==> src/rtl/pmt_pkg.sv <==
// constants, types and helpers shared by the period match timer
package pmt_pkg;

    // widths
    localparam int unsigned ADDR_W  = 16;
    localparam int unsigned DATA_W  = 32;
    localparam int unsigned REG_W   = 8;
    localparam int unsigned PRE_W   = 4;
    localparam int unsigned POST_W  = 4;
    localparam int unsigned IDX_W   = 12;

    // register indices; byte address is four times the index
    localparam logic [IDX_W-1:0] IDX_CONTROL  = 12'h0fca;
    localparam logic [IDX_W-1:0] IDX_COUNT    = 12'h0fcb;
    localparam logic [IDX_W-1:0] IDX_PERIOD   = 12'h0fcc;
    localparam logic [IDX_W-1:0] IDX_REQUEST  = 12'h0fcd;
    localparam logic [IDX_W-1:0] IDX_ENABLE   = 12'h0fce;
    localparam logic [IDX_W-1:0] IDX_PRIORITY = 12'h0fcf;

    // reset values
    localparam logic [REG_W-1:0] COUNT_RST   = 8'h00;
    localparam logic [REG_W-1:0] PERIOD_RST  = 8'hff;
    localparam logic [REG_W-1:0] CONTROL_RST = 8'h00;

    // bit 7 of the control register is unimplemented
    localparam logic [REG_W-1:0] CTRL_WMASK  = 8'h7f;

    // match flag, enable and priority position in their registers
    localparam int unsigned IRQ_BIT = 1;

    // prescale_select codes
    localparam logic [1:0] PRE_DIV1  = 2'h0;
    localparam logic [1:0] PRE_DIV4  = 2'h1;
    localparam logic [1:0] PRE_DIV16 = 2'h2;

    // last prescale count mask for each ratio
    localparam logic [PRE_W-1:0] PRE_LAST1  = 4'h0;
    localparam logic [PRE_W-1:0] PRE_LAST4  = 4'h3;
    localparam logic [PRE_W-1:0] PRE_LAST16 = 4'hf;

    typedef struct packed {
        logic              rsvd;
        logic [POST_W-1:0] postscale_select;
        logic              timer_run;
        logic [1:0]        prescale_select;
    } pmt_ctrl_t;

    function automatic logic [ADDR_W-1:0] pmt_byte_addr(
        input logic [IDX_W-1:0] idx
    );
        pmt_byte_addr = {2'h0, idx, 2'h0};
    endfunction

    // code 11 falls back to sixteen
    function automatic logic [PRE_W-1:0] pmt_pre_last(
        input logic [1:0] sel
    );
        case (sel)
            PRE_DIV1: pmt_pre_last = PRE_LAST1;
            PRE_DIV4: pmt_pre_last = PRE_LAST4;
            default:  pmt_pre_last = PRE_LAST16;
        endcase
    endfunction

    // places a single flag at its bit in an otherwise zero byte
    function automatic logic [REG_W-1:0] pmt_bit_byte(input logic b);
        pmt_bit_byte          = '0;
        pmt_bit_byte[IRQ_BIT] = b;
    endfunction

endpackage

==> src/rtl/pmt_prescale.sv <==
// 4-bit prescale counter producing the count tick
`timescale 1ns/1ps
`default_nettype none
module pmt_prescale (
    input  wire logic       clk,   // instruction clock
    input  wire logic       rst,   // async reset, active high
    input  wire logic       ce,    // clock enable
    input  wire logic       clr,   // synchronous clear
    input  wire logic       run,   // timer running
    input  wire logic [1:0] sel,   // prescale_select
    output logic            tick   // one cycle count tick
);
    logic [pmt_pkg::PRE_W-1:0] cnt_q;
    logic [pmt_pkg::PRE_W-1:0] cnt_d;
    logic [pmt_pkg::PRE_W-1:0] last;

    assign last  = pmt_pkg::pmt_pre_last(sel);
    // tick on every 1st, 4th or 16th cycle of the free 4-bit count
    assign tick  = run & ((cnt_q & last) == last);
    assign cnt_d = clr ? '0 :
                   run ? pmt_pkg::PRE_W'(cnt_q + 4'h1) : cnt_q;

    always_ff @(posedge clk or posedge rst)
    begin
        if (rst)
        begin
            cnt_q <= '0;
        end
        else if (ce)
        begin
            cnt_q <= cnt_d;
        end
    end
endmodule
`default_nettype wire

==> src/rtl/pmt_timer.sv <==
// period match timer with APB register access and match interrupt
//
// Functional notes
// - 8-bit count and 8-bit period registers
// - count rises from zero per prescaled tick
// - 4-bit prescaler offers ratios one, four, sixteen
// - prescale code 00/01/10 gives 1/4/16
// - count equals period gives the match signal
// - match zeroes count, steps postscale counter
// - postscale ratio is the code plus one
// - interrupt request comes from postscaled matches
// - flag, enable, priority sit at bit one
// - count and period readable, writable any time
// - reset clears count, period becomes all ones
// - count or control write, reset clear scalers
// - control write keeps the count value
// - timer_run bit two starts and stops counting
// - match output serves as serial shift clock
//
// The APB register port was left to the implementer.
`timescale 1ns/1ps
`default_nettype none
module pmt_timer (
    input  wire logic                        MCLK,     // instruction clock
    input  wire logic                        SYS_RST,  // async reset, high
    input  wire logic                        CE,       // clock enable
    input  wire logic                        PSEL,     // apb select
    input  wire logic                        PENABLE,  // apb access phase
    input  wire logic                        PWRITE,   // apb write
    input  wire logic [pmt_pkg::ADDR_W-1:0]  PADDR,    // apb byte address
    input  wire logic [pmt_pkg::DATA_W-1:0]  PWDATA,   // apb write data
    input  wire logic [3:0]                  PSTRB,    // apb byte strobes
    output logic      [pmt_pkg::DATA_W-1:0]  PRDATA,   // apb read data
    output logic                             PREADY,   // apb ready
    output logic                             PSLVERR,  // unmapped address
    output logic                             IRQ,      // match interrupt
    output logic                             IRQ_PRIO, // high priority
    output logic                             MATCH_OUT,// match pulse
    output logic                             SHIFT_CLK // serial shift clock
);
    localparam int unsigned RW = pmt_pkg::REG_W;
    localparam int unsigned PW = pmt_pkg::POST_W;

    // registers
    pmt_pkg::pmt_ctrl_t                ctrl_q;
    logic [RW-1:0]                     count_q;
    logic [RW-1:0]                     period_q;
    logic                              flag_q;
    logic                              enable_q;
    logic                              prio_q;
    logic [PW-1:0]                     post_q;
    logic                              irq_q;
    logic                              irq_prio_q;
    logic                              match_q;
    logic                              shift_q;
    logic                              pready_q;
    logic                              pslverr_q;
    logic [pmt_pkg::DATA_W-1:0]        prdata_q;

    // next values
    pmt_pkg::pmt_ctrl_t                ctrl_d;
    logic [RW-1:0]                     count_d;
    logic [RW-1:0]                     period_d;
    logic                              flag_d;
    logic                              enable_d;
    logic                              prio_d;
    logic [PW-1:0]                     post_d;

    // bus decode
    logic                              setup_ph;
    logic                              wr_fire;
    logic                              hit_ctrl;
    logic                              hit_count;
    logic                              hit_period;
    logic                              hit_req;
    logic                              hit_en;
    logic                              hit_prio;
    logic                              hit_any;
    logic                              wr_ctrl;
    logic                              wr_count;
    logic                              wr_period;
    logic                              wr_req;
    logic                              wr_en;
    logic                              wr_prio;
    logic [RW-1:0]                     wr_byte;
    logic                              wr_irq_bit;
    logic [RW-1:0]                     rd_byte;
    logic [pmt_pkg::DATA_W-1:0]        rd_word;

    // timer datapath
    logic                              tick;
    logic                              step;
    logic                              cnt_eq;
    logic                              match_ev;
    logic                              post_wrap;
    logic                              scaler_clr;

    // apb decode: one wait-free access phase after each setup
    assign setup_ph   = PSEL & ~PENABLE;
    assign wr_fire    = PSEL & PENABLE & pready_q & PWRITE & PSTRB[0];
    assign hit_ctrl   = PADDR == pmt_pkg::pmt_byte_addr(
                                     pmt_pkg::IDX_CONTROL);
    assign hit_count  = PADDR == pmt_pkg::pmt_byte_addr(
                                     pmt_pkg::IDX_COUNT);
    assign hit_period = PADDR == pmt_pkg::pmt_byte_addr(
                                     pmt_pkg::IDX_PERIOD);
    assign hit_req    = PADDR == pmt_pkg::pmt_byte_addr(
                                     pmt_pkg::IDX_REQUEST);
    assign hit_en     = PADDR == pmt_pkg::pmt_byte_addr(
                                     pmt_pkg::IDX_ENABLE);
    assign hit_prio   = PADDR == pmt_pkg::pmt_byte_addr(
                                     pmt_pkg::IDX_PRIORITY);
    assign hit_any    = hit_ctrl | hit_count | hit_period |
                        hit_req | hit_en | hit_prio;

    assign wr_ctrl    = wr_fire & hit_ctrl;
    assign wr_count   = wr_fire & hit_count;
    assign wr_period  = wr_fire & hit_period;
    assign wr_req     = wr_fire & hit_req;
    assign wr_en      = wr_fire & hit_en;
    assign wr_prio    = wr_fire & hit_prio;
    assign wr_byte    = PWDATA[RW-1:0];
    assign wr_irq_bit = PWDATA[pmt_pkg::IRQ_BIT];

    // read mux, upper bits read as zero
    assign rd_byte =
        hit_ctrl   ? ctrl_q :
        hit_count  ? count_q :
        hit_period ? period_q :
        hit_req    ? pmt_pkg::pmt_bit_byte(flag_q) :
        hit_en     ? pmt_pkg::pmt_bit_byte(enable_q) :
        hit_prio   ? pmt_pkg::pmt_bit_byte(prio_q) : '0;
    assign rd_word = {{(pmt_pkg::DATA_W - RW){1'b0}}, rd_byte};

    // prescaled tick of the instruction clock
    pmt_prescale u_prescale (
        .clk  (MCLK),
        .rst  (SYS_RST),
        .ce   (CE),
        .clr  (scaler_clr),
        .run  (ctrl_q.timer_run),
        .sel  (ctrl_q.prescale_select),
        .tick (tick)
    );

    // count write or control write restarts both scalers
    assign scaler_clr = wr_count | wr_ctrl;
    assign step       = ctrl_q.timer_run & tick;
    assign cnt_eq     = count_q == period_q;
    // a count or control write cancels a coincident match
    assign match_ev   = step & cnt_eq & ~scaler_clr;
    // selected ratio is code plus one matches
    assign post_wrap  = match_ev &
                        (post_q == ctrl_q.postscale_select);

    assign count_d =
        wr_count ? wr_byte :
        wr_ctrl  ? count_q :
        match_ev ? pmt_pkg::COUNT_RST :
        step     ? RW'(count_q + 8'h01) :
                   count_q;

    assign post_d =
        scaler_clr ? '0 :
        post_wrap  ? '0 :
        match_ev   ? PW'(post_q + 4'h1) :
                     post_q;

    assign period_d = wr_period ? wr_byte : period_q;
    assign ctrl_d   = wr_ctrl ?
                      pmt_pkg::pmt_ctrl_t'(wr_byte & pmt_pkg::CTRL_WMASK) :
                      ctrl_q;

    // set wins over a simultaneous write-one clear
    assign flag_d   = post_wrap |
                      (flag_q & ~(wr_req & wr_irq_bit));
    assign enable_d = wr_en   ? wr_irq_bit : enable_q;
    assign prio_d   = wr_prio ? wr_irq_bit : prio_q;

    always_ff @(posedge MCLK or posedge SYS_RST)
    begin
        if (SYS_RST)
        begin
            count_q <= pmt_pkg::COUNT_RST;
        end
        else if (CE)
        begin
            count_q <= count_d;
        end
    end

    always_ff @(posedge MCLK or posedge SYS_RST)
    begin
        if (SYS_RST)
        begin
            period_q <= pmt_pkg::PERIOD_RST;
        end
        else if (CE)
        begin
            period_q <= period_d;
        end
    end

    always_ff @(posedge MCLK or posedge SYS_RST)
    begin
        if (SYS_RST)
        begin
            ctrl_q <= pmt_pkg::pmt_ctrl_t'(pmt_pkg::CONTROL_RST);
        end
        else if (CE)
        begin
            ctrl_q <= ctrl_d;
        end
    end

    always_ff @(posedge MCLK or posedge SYS_RST)
    begin
        if (SYS_RST)
        begin
            post_q <= '0;
        end
        else if (CE)
        begin
            post_q <= post_d;
        end
    end

    always_ff @(posedge MCLK or posedge SYS_RST)
    begin
        if (SYS_RST)
        begin
            flag_q <= 1'b0;
        end
        else if (CE)
        begin
            flag_q <= flag_d;
        end
    end

    always_ff @(posedge MCLK or posedge SYS_RST)
    begin
        if (SYS_RST)
        begin
            enable_q <= 1'b0;
        end
        else if (CE)
        begin
            enable_q <= enable_d;
        end
    end

    always_ff @(posedge MCLK or posedge SYS_RST)
    begin
        if (SYS_RST)
        begin
            prio_q <= 1'b0;
        end
        else if (CE)
        begin
            prio_q <= prio_d;
        end
    end

    // interrupt level follows the next flag and mask state
    always_ff @(posedge MCLK or posedge SYS_RST)
    begin
        if (SYS_RST)
        begin
            irq_q <= 1'b0;
        end
        else if (CE)
        begin
            irq_q <= flag_d & enable_d;
        end
    end

    always_ff @(posedge MCLK or posedge SYS_RST)
    begin
        if (SYS_RST)
        begin
            irq_prio_q <= 1'b0;
        end
        else if (CE)
        begin
            irq_prio_q <= prio_d;
        end
    end

    // match pulse and half-rate shift clock for the serial port
    always_ff @(posedge MCLK or posedge SYS_RST)
    begin
        if (SYS_RST)
        begin
            match_q <= 1'b0;
        end
        else if (CE)
        begin
            match_q <= match_ev;
        end
    end

    always_ff @(posedge MCLK or posedge SYS_RST)
    begin
        if (SYS_RST)
        begin
            shift_q <= 1'b0;
        end
        else if (CE)
        begin
            shift_q <= shift_q ^ match_ev;
        end
    end

    // apb answer: ready and data set up during the setup cycle
    always_ff @(posedge MCLK or posedge SYS_RST)
    begin
        if (SYS_RST)
        begin
            pready_q <= 1'b0;
        end
        else if (CE)
        begin
            pready_q <= setup_ph;
        end
    end

    always_ff @(posedge MCLK or posedge SYS_RST)
    begin
        if (SYS_RST)
        begin
            pslverr_q <= 1'b0;
        end
        else if (CE)
        begin
            pslverr_q <= setup_ph & ~hit_any;
        end
    end

    always_ff @(posedge MCLK or posedge SYS_RST)
    begin
        if (SYS_RST)
        begin
            prdata_q <= '0;
        end
        else if (CE & setup_ph)
        begin
            prdata_q <= PWRITE ? '0 : rd_word;
        end
    end

    assign PRDATA    = prdata_q;
    assign PREADY    = pready_q;
    assign PSLVERR   = pslverr_q;
    assign IRQ       = irq_q;
    assign IRQ_PRIO  = irq_prio_q;
    assign MATCH_OUT = match_q;
    assign SHIFT_CLK = shift_q;
endmodule
`default_nettype wire

==> config.mk <==
export PLATFORM = sky130hd
export DESIGN_NAME = pmt_timer
export DESIGN_NICKNAME = d
export VERILOG_FILES = /design/src/rtl/pmt_pkg.sv /design/src/rtl/pmt_prescale.sv /design/src/rtl/pmt_timer.sv
export SDC_FILE = /design/constraint.sdc
export NUM_CORES = 1
export LEC_CHECK = 0
export BUFFER_PORTS_ARGS = -buffer_cell sky130_fd_sc_hd__buf_2
export CELL_PAD_IN_SITES_DETAIL_PLACEMENT = 1
export CELL_PAD_IN_SITES_GLOBAL_PLACEMENT = 1
export CORE_MARGIN = 2
export CORE_UTILIZATION = 41
export DETAILED_ROUTE_END_ITERATION = 10
export GPL_TIMING_DRIVEN = 0
export PLACE_DENSITY_LB_ADDON = 0.1
export SYNTH_ARGS = -nofsm -noshare
export SYNTH_HDL_FRONTEND = slang
export SYNTH_SLANG_ARGS = --single-unit
==> constraint.sdc <==
create_clock -name MCLK -period 4.05 [get_ports MCLK]
set_input_delay 0.81 -clock MCLK [delete_from_list [all_inputs] [get_ports MCLK]]
set_output_delay 0.81 -clock MCLK [all_outputs]
set_load 0.005 [all_outputs]
# --- Word-level counts from Yosys, hierarchy flattened ---
# Cells that the tools add are included.
word_totals:
  ff_bits: 71
  input_bits: 58
  out_inout_bits: 38
classes:
  bitwise: 34
  addsub: 3
  n_eq_ne: 11
  reduce_logical: 10
  muxes: 19
op_table:
  columns: ["cell", "count"]
  rows:
  - ["$eq 16x14->1 const B", 6]
  - ["$mux 8", 8]
  - ["$and 1x1->1", 21]
  - ["$mux 4", 5]
  - ["$reduce_and 2->1", 5]
  - ["$add 4x1->4 const B", 2]
  - ["$add 8x1->8 const B", 1]
  - ["$eq 4x4->1", 2]
  - ["$eq 8x8->1", 1]
  - ["$pmux 4 s2", 1]
  - ["$or 1x1->1", 7]
  - ["$mux 2", 3]
  - ["$reduce_bool 3->1", 2]
  - ["$and 4x4->4", 1]
  - ["$not 1->1", 4]
  - ["$reduce_and 3->1", 1]
  - ["$eq 2x1->1 const B", 1]
  - ["$logic_not 2->1", 1]
  - ["$mux 1", 2]
  - ["$ne 2x1->1 const B", 1]
  - ["$reduce_bool 2->1", 1]
  - ["$xor 1x1->1", 1]

# --- Logic depth before layout (Yosys ltp) ---
depth:
  ltp_word: 11
  ltp_mapped: 7

# --- Cells and area by module ---
# From an unflattened synthesis, not the netlist that was laid out.
hier_totals:
  hier_cells: 293
  hier_area_um2: 2856.5
modules_own_cells:
  columns: ["mod", "cells_per_inst", "instances", "seq_area_each_um2", "area_each_um2"]
  rows:
  - ["pmt_timer", 264, 1, 1086.0, 2608.8]
  - ["pmt_prescale", 29, 1, 100.1, 247.7]

# --- Least setup slack after synthesis ---
# Ideal clock, no wire load.
synth_path:
  path_kind: "input port to flip-flop"
  from: "in PADDR[1] (netlist name)"
  to: "reg count_q[1]"
  setup_ps: 125
  setup_slack_ps: 1443
  t_arrival_ps: 2482
  path_stages: 7
  required_time_ps: 3925
  path_cell_list: "or4b_4 -> nor4_4 -> and4_1 -> buf_6 -> a21oi_1 -> o2bb2ai_1 -> mux2_2"
synth_via:
  elab_chain_cells: 8
synth_lines:
  columns: ["element", "line", "rtl"]
  rows:
  - ["start, declared", "pmt_timer.sv:30", "input wire logic [pmt_pkg::ADDR_W-1:0] PADDR,"]
  - ["$eq 16x14->1, on equally long branches", "pmt_timer.sv:103, pmt_timer.sv:101", null]
  - ["$and 1x1->1, on equally long branches", "pmt_timer.sv:117, pmt_timer.sv:116", null]
  - ["$or 1x1->1", "pmt_timer.sv:147", "assign scaler_clr = wr_count | wr_ctrl;"]
  - ["$not 1->1", "pmt_timer.sv:151", "assign match_ev = step & cnt_eq & ~scaler_clr;"]
  - ["$and 1x1->1", "pmt_timer.sv:151", null]
  - ["$mux 8", "pmt_timer.sv:159", "match_ev ? pmt_pkg::COUNT_RST :"]
  - ["$mux 8", "pmt_timer.sv:158", "wr_ctrl ? count_q :"]
  - ["$mux 8", "pmt_timer.sv:157", "wr_count ? wr_byte :"]
  - ["end signal, assigned", "pmt_timer.sv:184", "count_q <= pmt_pkg::COUNT_RST;"]
  - ["end signal, assigned", "pmt_timer.sv:188", "count_q <= count_d;"]
  - ["end, declared", "pmt_timer.sv:46", "logic [RW-1:0] count_q;"]
# Parallel ways exist; a longest one is shown, timed or not. The select of a mux whose other input is x is not followed.
# A chain may end at the register's enable or synchronous reset.

# --- Worst setup path after layout ---
layout_path:
  from: "in PADDR[1] (netlist name)"
  to: "reg count_q[4]"
# Same word-level chain as after synthesis.

==> impl_metrics.toml <==
[placement]
dp_cells = 435
dp_hpwl_um = 5970
place.gp.congestion = 0.7736
portBuffers = 43

[finish]
finalNonFillerCells = 442
fin_nets = 423
drive_above_1_share_pct = 33.70
area_delta_synth_final_pct = 18.34
antennaDiodeCount = 0

[floorplan]
die_h_um = 87.51
core_area_um2 = 6756
rows = 30
dieArea_um2 = 7657
ios = 96
chipWidth_um = 87.51
start_util_pct = 42.31

[detailed_routing]
first_iter_violations = 68
via_count = 2399
vias_per_cell = 5.428
wirelength_um = 7645
route.detailed.wl_per_inst_um = 17.30
drc = 0
ant_nets = 0
first_pass_iters = 4

[logic_synthesis]
synth_enable_flop_cells = 0
ys_warn_count = 0
synth.most_common_cell = "dfrtp_1"
synth_cell_types = 57
synthCells = 288
syn_avg_cell_area_um2 = 9.927
syn-cell-area_um2 = 2859
yosys-top-cells-area = "dfrtp_1 (34%), dfstp_2 (7.4%), buf_4 (6.3%), o21ai_0 (5.1%), mux2_2 (4.7%)"
synthFlopType = "dfrtp_1"
synth_common_cells = "dfrtp_1 (39), o21ai_0 (29), buf_4 (24), nand2_1 (24), nand3_1 (16)"
yosys.area.top_type = "dfrtp_1"
ys_seq_area_share_pct = 41.49
async_flop_share_pct = 100.0
ys_ff_latch = 47
yosysTopAreaCellShare_pct = 34.14

[critical_path]
cp.arrival_ns = 3.00
crit_fanout = 10
worstReg2RegEnd = "count_q[4]"
start_kind = "input pin"
r2r_setup_slack_ns = 1.43
required_ns = 4.24
endpoint_kind = "flip-flop"
rr_startpoint = "count_q[0]"
critPathKind = "in -> reg"
rr_worst_depth = 7

[timing]
slew_viol_final = 0
setup_violations = 0
period_needed_ns = 2.812
whs_ns = 0.4721
clock_skew_ns = 0.006293
worst_slew_pin_slew_ns = 1.044
slew_headroom_pct = 29.73
finalHoldViolCount = 0
min_period_over_period_pct = 69.43
setup_tns_ns = 0
rsz0062_at_grt = "no"
fmax_mhz = 355.6

[clocking]
cts_made_buffers = 5
insertion_delay_ns = 0.30
cts_setup_buffers = 0
cts.path.max_buffers = 2
clock-sinks = 47
tritoncts = "built"
cts_hold_buf = 0
h-tree-depth = 2
cts.clk_slew.worst_paths_ns = 0.09
cts_resized = 0
cts_root_buf = "clkbuf_8"

[grt]
grt_pass1_vias = 2377
grt_pass1_wl_um = 12240
grt_start_max_net_pins = 31
track_usage_pct = 20.81
antenna_found_initial = 0
grt-ovfl-total = 0

[min_path]
hp-class = "reg -> reg"
hold_start = "SHIFT_CLK"
hold_depth = 1
whs_endpoint = "SHIFT_CLK"

[pwr]
power.leakage_nw = 1.623
total_power_w = 0.0009088
power_density_nw_per_um2 = 268.6
pwr-share-clk_pct = 37.2
power.switching_w = 0.0002130
p_sw_share_pct = 23.44
pwr-share-comb_pct = 10.1
p_int_w = 0.0006958
ir_drop_mv = 0.1056
seqPwrFrac_pct = 52.7

[flow_run]
cap_viol_max_count = 0

[status]
status = "finished, final reports clean"
[cell families after synthesis]
kind of cell	synth area share (%)
DFF	41.49
AOI/OAI and AO/OA	14.88
buffers and inverters	9.147
and+or+nand+nor	18.86
other	0.1312
adders and majority gates	1.313
muxes	9.891
xor gates and xnor gates	4.289
[worst max-delay path: stages]
cell,delay (ns)
buf_2,0.10
or4b_4,0.56
nor4_4,0.45
nand3_1,0.39
nand3_1,0.33
o32ai_1,0.13
a211o_1,0.24
[per-layer routing]
metal	global-route usage, %	share of wire (%)	up-vias
li1	-	-	1150
met1	28.88	47	1183
met2	34.30	48	56
met3	2.559	3.9	10
met4	5.734	1.1	0
met5	0	0	-
[worst max path at each step]
stage	startpoint	endpoint	slack [ns]	cells past startpoint
after CTS	PADDR[1]	count_q[4]	1.23	7
after detailed placement	PADDR[1]	count_q[4]	0.91	7
after global placement	PADDR[1]	count_q[4]	0.93	7
after global routing	PADDR[1]	count_q[4]	0.99	7
final	PADDR[1]	count_q[4]	1.24	7
after floorplan	PADDR[1]	count_q[1]	1.44	7
[power by group through the flow]
stage	Sequential (W)	Combinational, W	Clock, W
after floorplan	0.000487	0.0000540	0
after global placement	0.000487	0.0000878	0
after detailed placement	0.000488	0.0000912	0
after CTS	0.000479	0.0000913	0.000346
after global routing	0.000479	0.000101	0.000367
final	0.000479	0.0000918	0.000338
[layout make-up]
type | count | area, µm²
fill | 807 | 3373
multi-input combinational | 221 | 1498
sequential | 47 | 1186
timing repair buffer | 44 | 235.2
buffer | 33 | 224.0
tap | 80 | 100.1
clock buffer | 6 | 72.57
inverter | 10 | 37.54
clock inverter | 1 | 30.03
[through the flow]
step	worst slack (ns)	utilization, %	instance area [µm²]
after floorplan	1.443	-	2945
after global placement	0.9294	48.26	3261
after detailed placement	0.9061	48.56	3281
after CTS	1.233	50.07	3383
after global routing	0.9932	50.07	3383
final	1.238	50.07	3383
[sequential cells by signal, indices dropped and copies added, names as in the netlist]
signal,flops
PRDATA,8
count_q,8
period_q,8
ctrl_q,7
post_q,4
u_prescale.cnt_q,4
IRQ,1
IRQ_PRIO,1
MATCH_OUT,1
PREADY,1
PSLVERR,1
SHIFT_CLK,1
enable_q,1
flag_q,1
[layout by cell type, fill, tap and decap left out, types with 8 or more instances in the layout]
cell type   n
buf_2      45
buf_4      24
conb_1     24
dfrtp_1    39
dfstp_2     8
inv_1       9
mux2_2     12
nand2_1    24
nand3_1    16
nor2_1      8
o21ai_0    29
xor2_1     13
Note: power is estimated with default switching activity, not from simulation.
